**config.mk**
```make
export PLATFORM = sky130hd
export DESIGN_NAME = fpb_dev_flat
export DESIGN_NICKNAME = d
export VERILOG_FILES = /design/src/fpb_pkg.sv /design/src/fpb_if.sv /design/src/fpb_dev.sv /design/src/flat_wrapper.sv
export SDC_FILE = /design/constraint.sdc
export NUM_CORES = 2
export LEC_CHECK = 0
export ABC_AREA = 1
export BUFFER_PORTS_ARGS = -buffer_cell sky130_fd_sc_hd__buf_4
export CORE_MARGIN = 2
export CORE_UTILIZATION = 60
export DETAILED_ROUTE_END_ITERATION = 7
export PLACE_DENSITY = 0.76
export REMOVE_ABC_BUFFERS = 1
export SYNTH_ARGS = -nofsm -noshare
export SYNTH_HDL_FRONTEND = slang
export SYNTH_SLANG_ARGS = --single-unit
```
**constraint.sdc**
```tcl
create_clock -name REF_CLK -period 15 [get_ports REF_CLK]
set_input_delay 0.75 -clock REF_CLK [delete_from_list [all_inputs] [get_ports REF_CLK]]
set_output_delay 0.75 -clock REF_CLK [all_outputs]
set_load 0.005 [all_outputs]
```
**src/fpb_pkg.sv**
```systemverilog
`default_nettype none
package fpb_pkg;
    // opcodes
    localparam logic [7:0] OP_ID = 8'h77;
    localparam logic [7:0] OP_XFER_B1 = 8'h53;
    localparam logic [7:0] OP_XFER_B2 = 8'h55;
    localparam logic [7:0] OP_CMP_B1 = 8'h60;
    localparam logic [7:0] OP_CMP_B2 = 8'h61;
    localparam logic [7:0] OP_RW_B1 = 8'h58;
    localparam logic [7:0] OP_RW_B2 = 8'h59;
    localparam logic [7:0] OP_STATUS = 8'hd7;
    // sizes
    localparam int unsigned ID_BYTES = 128;
    localparam int unsigned ADDR_BYTES = 3;
    localparam int unsigned CMD_BITS_ADDR = 32;
    localparam int unsigned CMD_BITS_OP = 8;
    localparam int unsigned MODEL_PAGES = 4;
    localparam int unsigned MODEL_BYTES = 16;
    localparam logic [3:0] DENSITY = 4'hb;
    localparam int unsigned ST_RDY = 7;
    localparam int unsigned ST_COMP = 6;
    // address layout: page index low bit
    localparam int unsigned PG_LSB_512 = 9;
    localparam int unsigned PG_LSB_528 = 10;
    localparam int unsigned PG_BITS = 12;
    // timing
    localparam int unsigned CLK_MHZ = 100;
    localparam int unsigned PAGE_LOAD_DURATION_NS = 200000;
    localparam int unsigned CHECK_DURATION_NS = 200000;
    localparam int unsigned REFRESH_DURATION_NS = 25000000;
    localparam int unsigned PAGE_LOAD_CYC = PAGE_LOAD_DURATION_NS * CLK_MHZ / 1000;
    localparam int unsigned CHECK_CYC = CHECK_DURATION_NS * CLK_MHZ / 1000;
    localparam int unsigned REFRESH_CYC = REFRESH_DURATION_NS * CLK_MHZ / 1000;
    localparam int unsigned SCK_PERIOD_NS = 80;
    localparam int unsigned SCK_HALF_CYC = SCK_PERIOD_NS * CLK_MHZ / 2000;
    localparam int unsigned FIFO_W = 8;
    localparam int unsigned FIFO_D = 8;
    // reset values
    localparam logic [2:0] SYNC_CS_RST = 3'h7;
    localparam logic [2:0] SYNC_LOW_RST = 3'h0;
endpackage : fpb_pkg
`default_nettype wire

```
**src/fpb_if.sv**
```systemverilog
`timescale 1ns/1ps
`default_nettype none
interface fpb_if;
    logic cs_n;
    logic sck;
    logic si;
    logic so;
    logic so_oe;
    modport dev (input cs_n, input sck, input si, output so, output so_oe);
    modport host (output cs_n, output sck, output si, input so, input so_oe);
endinterface : fpb_if
`default_nettype wire

```
**src/fpb_dev.sv**
```systemverilog
`timescale 1ns/1ps
`default_nettype none
// Contract
// - fixed unique 128-byte identification register
// - 77h plus three dummies streams id
// - bytes past 127 are undefined
// - chip select high ends read, floats output
// - 53h/55h load page into buffer
// - 528 format: 2 dummy, 12 page, 10 dummy
// - 512 format: 3 dummy, page A20-A9, 9
// - host keeps select low while shifting
// - copy starts on select rise, busy
// - 60h/61h compare page with buffer
// - compare on select rise, busy meanwhile
// - compare result in status bit 6
// - 58h/59h auto rewrite through buffer
// - rewrite loads then reprograms page, busy
// - host refreshes pages within 50,000 erase operations; fpb_host keeps no count and issues no refresh
// - data after rewrite address means modify
// - D7h streams two status bytes repeatedly
// - status bit 7 low while busy
// - compare flag one on any mismatch
module fpb_dev #(
    parameter int unsigned LOAD_CYC = fpb_pkg::PAGE_LOAD_CYC,
    parameter int unsigned CHECK_CYC = fpb_pkg::CHECK_CYC,
    parameter int unsigned REFRESH_CYC = fpb_pkg::REFRESH_CYC,
    parameter logic [7:0] ID_SEED = 8'h5a // arbitrary value
) (
    input wire logic REF_CLK,
    input wire logic SYS_RST,
    input wire logic PAGE_512,
    output logic BUSY,
    output logic COMP_FLAG,
    fpb_if.dev LINK
);
    localparam int unsigned MB = fpb_pkg::MODEL_BYTES;
    localparam int unsigned MP = fpb_pkg::MODEL_PAGES;
    localparam int unsigned BW = $clog2(MB);
    localparam int unsigned PW = $clog2(MP);

    typedef enum logic [2:0] {
        L_OP = 3'b000, L_SHIFT = 3'b001, L_DATA = 3'b010,
        L_ID_OUT = 3'b011, L_ST_OUT = 3'b100, L_IGNORE = 3'b101
    } fpb_link_t;
    typedef enum logic [1:0] {
        O_IDLE = 2'b00, O_LOAD = 2'b01, O_CHECK = 2'b10, O_PROG = 2'b11
    } fpb_op_t;

    logic [2:0] cs_s_q, sck_s_q;
    logic [1:0] si_s_q;
    logic cs_hi, sck_rise, sck_fall, cs_rise;
    fpb_link_t link_q;
    fpb_op_t op_q;
    logic [2:0] bit_q, obit_q;
    logic [7:0] rx_q, rx_d, cmd_q, tx_q, oidx_q;
    logic [1:0] abyte_q;
    logic [23:0] addr_q;
    logic [BW-1:0] dcnt_q;
    logic [MB-1:0] mask_q;
    logic armed_q, rmw_q, then_prog_q, comp_q, p512_q, sel, byte_done, op_sel_q;
    logic [31:0] tmr_q;
    logic [7:0] buf_q [2][MB];
    logic [7:0] mem_q [MP][MB];
    logic [PW-1:0] pg, op_pg_q;
    logic [7:0] st1, st2, obyte;
    logic start, load_now, prog_now, mismatch;

    function automatic logic [7:0] id_byte(input logic [7:0] idx);
        logic [15:0] p;
        p = {8'h00, idx} * 16'h0025;
        return p[7:0] ^ ID_SEED;
    endfunction : id_byte

    always_ff @(posedge REF_CLK) begin
        if (SYS_RST) begin
            cs_s_q <= fpb_pkg::SYNC_CS_RST;
            sck_s_q <= fpb_pkg::SYNC_LOW_RST;
            si_s_q <= 2'h0;
        end else begin
            cs_s_q <= {cs_s_q[1:0], LINK.cs_n};
            sck_s_q <= {sck_s_q[1:0], LINK.sck};
            si_s_q <= {si_s_q[0], LINK.si};
        end
    end
    assign cs_hi = cs_s_q[1];
    assign cs_rise = cs_s_q[1] && !cs_s_q[2];
    assign sck_rise = !cs_hi && sck_s_q[1] && !sck_s_q[2];
    assign sck_fall = !cs_hi && !sck_s_q[1] && sck_s_q[2];
    assign rx_d = {rx_q[6:0], si_s_q[1]};
    assign byte_done = sck_rise && (bit_q == 3'h7) &&
        (link_q == L_OP || link_q == L_SHIFT || link_q == L_DATA);
    assign sel = cmd_q == fpb_pkg::OP_XFER_B2 || cmd_q == fpb_pkg::OP_CMP_B2 ||
        cmd_q == fpb_pkg::OP_RW_B2;
    // page index taken from its format field
    assign pg = p512_q ? addr_q[fpb_pkg::PG_LSB_512 +: PW] :
        addr_q[fpb_pkg::PG_LSB_528 +: PW];

    always_ff @(posedge REF_CLK) begin
        if (SYS_RST || cs_hi) begin
            link_q <= L_OP;
            bit_q <= 3'h0;
            rx_q <= 8'h00;
            abyte_q <= 2'h0;
        end else begin
            if (sck_rise) begin
                bit_q <= bit_q + 3'h1;
                rx_q <= rx_d;
            end
            if (byte_done) begin
                unique case (link_q)
                    L_OP: begin
                        unique case (rx_d)
                            fpb_pkg::OP_STATUS: link_q <= L_ST_OUT;
                            fpb_pkg::OP_ID, fpb_pkg::OP_XFER_B1, fpb_pkg::OP_XFER_B2,
                            fpb_pkg::OP_CMP_B1, fpb_pkg::OP_CMP_B2, fpb_pkg::OP_RW_B1,
                            fpb_pkg::OP_RW_B2: link_q <= L_SHIFT;
                            default: link_q <= L_IGNORE;
                        endcase
                    end
                    L_SHIFT: begin
                        abyte_q <= abyte_q + 2'h1;
                        if (abyte_q == 2'(fpb_pkg::ADDR_BYTES - 1)) begin
                            if (cmd_q == fpb_pkg::OP_ID) begin
                                link_q <= L_ID_OUT;
                            end else if (cmd_q == fpb_pkg::OP_RW_B1 ||
                                         cmd_q == fpb_pkg::OP_RW_B2) begin
                                link_q <= L_DATA;
                            end else begin
                                link_q <= L_IGNORE;
                            end
                        end
                    end
                    default: link_q <= link_q;
                endcase
            end
        end
    end

    // command, address and modify data capture
    always_ff @(posedge REF_CLK) begin
        if (SYS_RST) begin
            cmd_q <= 8'h00;
            addr_q <= 24'h000000;
            armed_q <= 1'b0;
            rmw_q <= 1'b0;
            dcnt_q <= '0;
            mask_q <= '0;
            p512_q <= 1'b0;
        end else begin
            if (cs_rise) begin
                armed_q <= 1'b0;
            end
            if (byte_done && link_q == L_OP) begin
                cmd_q <= rx_d;
                armed_q <= 1'b0;
                rmw_q <= 1'b0;
                dcnt_q <= '0;
                mask_q <= '0;
                p512_q <= PAGE_512;
            end
            if (byte_done && link_q == L_SHIFT) begin
                addr_q <= {addr_q[15:0], rx_d};
                armed_q <= abyte_q == 2'(fpb_pkg::ADDR_BYTES - 1) && cmd_q != fpb_pkg::OP_ID;
            end
            if (byte_done && link_q == L_DATA) begin
                rmw_q <= 1'b1;
                mask_q[dcnt_q] <= 1'b1;
                dcnt_q <= dcnt_q + 1'b1;
            end
        end
    end

    // output shifting on falling edges
    assign st1 = {!BUSY, comp_q, fpb_pkg::DENSITY, 1'b0, p512_q};
    assign st2 = {!BUSY, 7'h00};
    always_comb begin
        obyte = 8'hff;
        if (link_q == L_ST_OUT) begin
            obyte = oidx_q[0] ? st2 : st1;
        end else if (oidx_q < 8'(fpb_pkg::ID_BYTES)) begin
            obyte = id_byte(oidx_q);
        end
    end
    always_ff @(posedge REF_CLK) begin
        if (SYS_RST || cs_hi) begin
            LINK.so <= 1'b0;
            tx_q <= 8'h00;
            obit_q <= 3'h0;
            oidx_q <= 8'h00;
        end else if (sck_fall && (link_q == L_ID_OUT || link_q == L_ST_OUT)) begin
            obit_q <= obit_q + 3'h1;
            if (obit_q == 3'h0) begin
                LINK.so <= obyte[7];
                tx_q <= {obyte[6:0], 1'b0};
            end else begin
                LINK.so <= tx_q[7];
                tx_q <= {tx_q[6:0], 1'b0};
            end
            if (obit_q == 3'h7 && oidx_q != 8'hff) begin
                oidx_q <= oidx_q + 8'h01;
            end
        end
    end
    assign LINK.so_oe = !cs_hi && (link_q == L_ID_OUT || link_q == L_ST_OUT);

    // internal operation engine
    assign start = cs_rise && armed_q && op_q == O_IDLE;
    assign load_now = start && cmd_q != fpb_pkg::OP_CMP_B1 && cmd_q != fpb_pkg::OP_CMP_B2;
    assign prog_now = op_q == O_PROG && tmr_q == 32'h0;
    always_comb begin
        mismatch = 1'b0;
        for (int b = 0; b < MB; b++) begin
            mismatch = mismatch | (mem_q[op_pg_q][b] != buf_q[op_sel_q][b]);
        end
    end
    always_ff @(posedge REF_CLK) begin
        if (SYS_RST) begin
            op_q <= O_IDLE;
            tmr_q <= 32'h0;
            comp_q <= 1'b0;
            then_prog_q <= 1'b0;
            op_sel_q <= 1'b0;
            op_pg_q <= '0;
        end else if (start) begin
            then_prog_q <= cmd_q == fpb_pkg::OP_RW_B1 || cmd_q == fpb_pkg::OP_RW_B2;
            op_sel_q <= sel;
            op_pg_q <= pg;
            if (load_now) begin
                op_q <= O_LOAD;
                tmr_q <= 32'(LOAD_CYC - 1);
            end else begin
                op_q <= O_CHECK;
                tmr_q <= 32'(CHECK_CYC - 1);
            end
        end else if (op_q != O_IDLE) begin
            if (tmr_q != 32'h0) begin
                tmr_q <= tmr_q - 32'h1;
            end else if (op_q == O_LOAD && then_prog_q) begin
                op_q <= O_PROG;
                tmr_q <= 32'(REFRESH_CYC - 1);
            end else begin
                if (op_q == O_CHECK) begin
                    comp_q <= mismatch;
                end
                op_q <= O_IDLE;
            end
        end
    end
    assign BUSY = op_q != O_IDLE;
    assign COMP_FLAG = comp_q;

    always_ff @(posedge REF_CLK) begin
        for (int b = 0; b < MB; b++) begin
            if (load_now && !(rmw_q && mask_q[b])) begin
                buf_q[sel][b] <= mem_q[pg][b];
            end else if (byte_done && link_q == L_DATA && dcnt_q == BW'(b)) begin
                buf_q[sel][b] <= rx_d;
            end
        end
    end
    always_ff @(posedge REF_CLK) begin
        for (int p = 0; p < MP; p++) begin
            for (int b = 0; b < MB; b++) begin
                if (SYS_RST) begin
                    mem_q[p][b] <= 8'(p * 16 + b + 3);
                end else if (prog_now && op_pg_q == PW'(p)) begin
                    mem_q[p][b] <= buf_q[op_sel_q][b];
                end
            end
        end
    end
endmodule : fpb_dev
`default_nettype wire

```
**src/flat_wrapper.sv**
```systemverilog
// flat-port wrapper written by rule: the top's interface ports become plain ports
module fpb_dev_flat 
#(
    parameter int unsigned LOAD_CYC = fpb_pkg::PAGE_LOAD_CYC,
    parameter int unsigned CHECK_CYC = fpb_pkg::CHECK_CYC,
    parameter int unsigned REFRESH_CYC = fpb_pkg::REFRESH_CYC,
    parameter logic [7:0] ID_SEED = 8'h5a                   
)
  (REF_CLK, SYS_RST, PAGE_512, BUSY, COMP_FLAG, LINK_cs_n, LINK_sck, LINK_si, LINK_so, LINK_so_oe);
  fpb_if LINK_i ();
  input wire logic REF_CLK;
  input wire logic SYS_RST;
  input wire logic PAGE_512;
  output logic BUSY;
  output logic COMP_FLAG;
  input wire logic [$bits(LINK_i.cs_n)-1:0] LINK_cs_n;
  input wire logic [$bits(LINK_i.sck)-1:0] LINK_sck;
  input wire logic [$bits(LINK_i.si)-1:0] LINK_si;
  output wire logic [$bits(LINK_i.so)-1:0] LINK_so;
  output wire logic [$bits(LINK_i.so_oe)-1:0] LINK_so_oe;
  assign LINK_i.cs_n = LINK_cs_n;
  assign LINK_i.sck = LINK_sck;
  assign LINK_i.si = LINK_si;
  assign LINK_so = LINK_i.so;
  assign LINK_so_oe = LINK_i.so_oe;
  fpb_dev #(.LOAD_CYC(LOAD_CYC), .CHECK_CYC(CHECK_CYC), .REFRESH_CYC(REFRESH_CYC), .ID_SEED(ID_SEED)) u_core (.REF_CLK(REF_CLK), .SYS_RST(SYS_RST), .PAGE_512(PAGE_512), .BUSY(BUSY), .COMP_FLAG(COMP_FLAG), .LINK(LINK_i));
endmodule
```
* Word level (Yosys, flattened, before mapping)
Memories as Yosys holds them, arrays and structs flattened. A register that Yosys moved wholly into a read port is not among the register bits.
Cells that the tools add are included.
** Word-level totals
- Flip-flop bits (word level) :: 125
- RAM bits :: 768
- Bits of input ports :: 6
- Output and inout port bits :: 4
- Logic and storage cells :: 534
- Memories kept :: 2
** Memory list
- u_core.mem_q :: depth 4, bits a word 128, read ports 2, clocked after Yosys merged registers in 1, wr ports 4, RTL line fpb_dev.sv:63 : logic [7:0] mem_q [MP][MB];
- u_core.buf_q :: depth 2, bits a word 128, read ports 1, clocked after Yosys merged registers in 1, wr ports 1, RTL line fpb_dev.sv:62 : logic [7:0] buf_q [2][MB];
** Cells by class
- Add/sub/neg operators :: 6
- Multiply operators :: 1
- Magnitude comparators :: 3
- Equality and inequality tests :: 63
- Mux-type cells :: 210
- Bitwise gates (word level) :: 100
- Reductions and logical operators :: 124
** Operator list (number)
- $mux 8 :: 83
- $ne 8x8->1 :: 16
- $mux 1 :: 103
- $eq 8x7->1 const B :: 12
- $or 1x1->1 :: 95
- $logic_and 1x1->1 :: 73
- $mux 32 :: 2
- $mux 16 :: 3
- $eq 4x4->1 const B :: 8
- $logic_not 32->1 :: 1
- $reduce_bool 32->1 :: 1
- $sub 32x1->32 const B :: 1
- $mux 15 :: 2
- $ne 8x7->1 const B :: 3
- $logic_not 1->1 :: 21
- $eq 4x3->1 const B :: 4
- $mux 2 :: 8
- $or 16x16->16 :: 1
- $pmux 3 s2 :: 2
- $eq 2x2->1 const B :: 5
- $reduce_and 2->1 :: 5
- $reduce_bool 2->1 :: 5
- $eq 3x3->1 const B :: 3
- $mux 3 :: 3
- other kinds (31) :: 47

* Logic depth before layout (Yosys ltp)
- Depth after elaboration :: 16
- Mapped depth :: 17
- Mapped depth without buffers :: 15

* Least setup slack after synthesis
OpenSTA, ideal clock, no wires.
- Kind :: register to register
- From :: reg u_core.tmr_q[0]
- To :: mem u_core.mem_q[0][0] (netlist bit), enable pin
- Library setup time :: 0.792 ns
- Data arrival time :: 10.105 ns
- Data required time :: 14.208 ns
- Setup slack :: 4.103 ns
- Stages on the path, launching flop included :: 11
- Buffers on the path :: 0
- Period minus slack after synthesis :: 10.897 ns
- Path through :: dfxtp_1 inv_1 ha_1 nand3_1 nor2_1 nand3_1 nor2_2 nand2_2 nor2_4 nand2_2 o21ai_0
** RTL lines
- from (decl) :: RTL line fpb_dev.sv:61 : logic [31:0] tmr_q;
- from (signal assigned) :: RTL line fpb_dev.sv:230 : tmr_q <= 32'(LOAD_CYC - 1);
- from (signal assigned) :: RTL line fpb_dev.sv:233 : tmr_q <= 32'(CHECK_CYC - 1);
- from (signal assigned) :: RTL line fpb_dev.sv:237 : tmr_q <= tmr_q - 32'h1;
- to (decl) :: RTL line fpb_dev.sv:63

==> impl_metrics.toml <==
[worst_setup_path]
cp-start-kind = "flop"
path_max_fanout = 65
endpoint_kind = "flop"
required_ns = 15.27
critPathArrivalTime_ns = 4.44
rrSetupSlack_ns = 10.83
path_class = "reg -> reg"

[sta]
rsz0062_at_grt = "no"
timing.final.crit_period_ns = 4.17
setup_viol = 0
clock.fmax_mhz = 240
finClkSkew_ns = 0.0194
final_max_slew_viol_count = 0
hold_viol_final = 0
post-route-period-util_pct = 27.8
worst_slew_pin_slew_ns = 1.21
tns_ns = 0
holdWs_ns = 0.278
relSlewSlack_pct = 19.1
setup_slack_ns = 10.83

[cts]
numClockSinks = 889
root_buffer = "clkbuf_16"
tritoncts = "yes"
path_clk_slew_ns = 0.06
cts_max_path_buffers = 3
numCtsBuffers = 93
ctsHoldBuffers = 0
cts_resized = 0
clock_latency_ns = 0.66
htreeDepth = 3
post_cts_buffers = 0

[detailed_routing]
vias = 37400
via_per_inst = 6.21
drt_wl_total_um = 133000
wl_per_cell_um = 22.1
drt_iter0_drc = 5250
ant_nets = 0
drtPass1Iterations = 8
drc = 0

[layout]
area_delta_synth_final_pct = 7.84
nets = 5016
drive_above_1_share_pct = 6.38
final_common_cell = "nand2_1"
final_cell_mix = "nand2_1, nor2_1, edfxtp_1, o21ai_0, nand3_1"

[logic_synthesis]
synth_fa_ha_area_share_pct = 0.819
synthMuxAreaShare_pct = 0.180
synth_seq_cells = 889
synthCells = 5117
yosys-top-cells-area = "edfxtp_1, nand2_1, nor2_1"
synth_edf_count = 768
synth-simple-area-share_pct = 24.7
ys_seq_area_share_pct = 57.1
synth_xor_area_share_pct = 1.30
avgSynthCellArea_um2 = 8.71
ys.flop_type = "edfxtp_1"
ys_types = 48
netlist.area_leader.share_pct = 51.7
syn-cell-area_um2 = 44600
synth-async-reset-ratio_pct = 0
synth_top_cell_by_area = "edfxtp_1"
synth_top_family_by_area = "simple AND/OR/NAND/NOR gates"
synth-warning-count = 0
synth-compound-area-share_pct = 9.85

[floorplan]
die_h_um = 277
die_area_um2 = 76500
start_util_pct = 60.8
fp-row-count = 99
fp.dieW_um = 277
io-pin-count = 10
coreArea_um2 = 73300

[min_path]
hp-class = "in -> reg"

[global_route]
antenna_found_initial = 5
grt_start_max_net_pins = 183
grt_pass1_wl_um = 201000
grt-ovfl-total = 0
grt_pass1_vias = 35400
track_usage_pct = 34.3

[power]
p_per_area_nw_per_um2 = 126
power.leakage_nw = 18.2
ir_drop_mv = 0.205
p_total_mw = 6.07

[status]
status = "finished clean"

[job]
maxCapViolCount = 0

[placed_design]
gp_congestion = 0.908
portBuffers = 9
hpwl_um = 73000
dpl_worst_slack_ns = 10.91
[cell usage after synthesis, types with 3 or more instances]
master and n:
a211oi_1 3, a21oi_1 122, a31oi_1 5, buf_1 24, buf_2 90, buf_4 9, buf_6 16, clkbuf_1 163
clkinv_1 3, dfxtp_1 121, edfxtp_1 768, ha_1 26, inv_1 323, inv_2 11, mux2i_1 8, nand2_1 1380
nand2_2 8, nand3_1 380, nand3_2 11, nand4_1 12, nor2_1 836, nor2_2 55, nor2_4 3, nor3_1 16
nor4_1 4, o21a_1 6, o21ai_0 392, o21ai_1 102, o32ai_1 128, or2_2 5, xnor2_1 54, xor2_1 12
[worst paths after layout]
check                              end  cells past startpoint             start
hold / removal        u_core.cs_s_q[0]                      2         LINK_cs_n
hold reg to reg       u_core.si_s_q[1]                      2  u_core.si_s_q[0]
setup / recovery  u_core.mem_q[2][125]                     13   u_core.tmr_q[0]
setup reg to reg  u_core.mem_q[2][125]                     13   u_core.tmr_q[0]
[registers in the layout, indices dropped and copies added, names as in the netlist, 4 cells and up, named ones only]
| signal | flops |
|---|---|
| u_core.tmr_q | 32 |
| u_core.mem_q | 512 |
| u_core.rx_q | 7 |
| u_core.buf_q | 256 |
| u_core.addr_q | 6 |
| u_core.dcnt_q | 4 |
| u_core.mask_q | 16 |
| u_core.tx_q | 7 |
| u_core.cmd_q | 8 |
| u_core.oidx_q | 8 |
[metrics by stage]
stage               instance area (um^2)  utilization, %  cells
floorplan                          43200               -   4814
global route                       48100            65.6   6018
finish                             48100            65.6   6022
CTS                                48100            65.6   6018
global placement                   45100            61.5   5846
detailed placement                 45100            61.5   5846
[cells by family (layout without fill, tap and decap cells)]
family / after synthesis / after routing
compound gates: 769 / 769
xor+xnor: 66 / 66
fa+ha+maj: 28 / 28
buf+inv: 641 / 583
flops: 889 / 889
mux: 8 / 8
other cells: 0 / 4
simple gates: 2716 / 2716
[layer usage]
metal	vias up	GRT usage (%)	routed length, um
met5	-	0	21
met4	4	17.2	6470
met3	444	6.48	17400
met2	2485	54.4	60700
met1	17500	45.4	48800
li1	16900	-	-
[power breakdown]
group	total [mW]	switching (mW)	internal (mW)
combinational	0.987	0.671	0.316
clock	2.29	0.976	1.31
sequential	2.79	0.0506	2.74
total	6.07	1.70	4.37
[worst max-delay path: stages (launching register included)]
cell     delay (ns)
dfxtp_1        0.32
inv_1          0.10
ha_1           0.18
nand3_1        0.09
nor2_1         0.11
nand3_1        0.11
nor2_2         0.16
nand2_2        0.09
nor2_4         0.10
inv_2          0.05
nor3_2         0.21
or2_4          0.44
buf_4          0.96
buf_4          0.77
[cell type report]
class / instances / area, um^2
clock buffers: 119 / 2530
flip-flops and latches: 889 / 25500
repair buffers: 73 / 586
multi-input cells: 3587 / 16500
well taps: 959 / 1200
diodes: 4 / 10.0
inverters: 338 / 1290
clock inverters: 53 / 452
fillers: 5870 / 25200
Power figures use the tool's default switching activity.
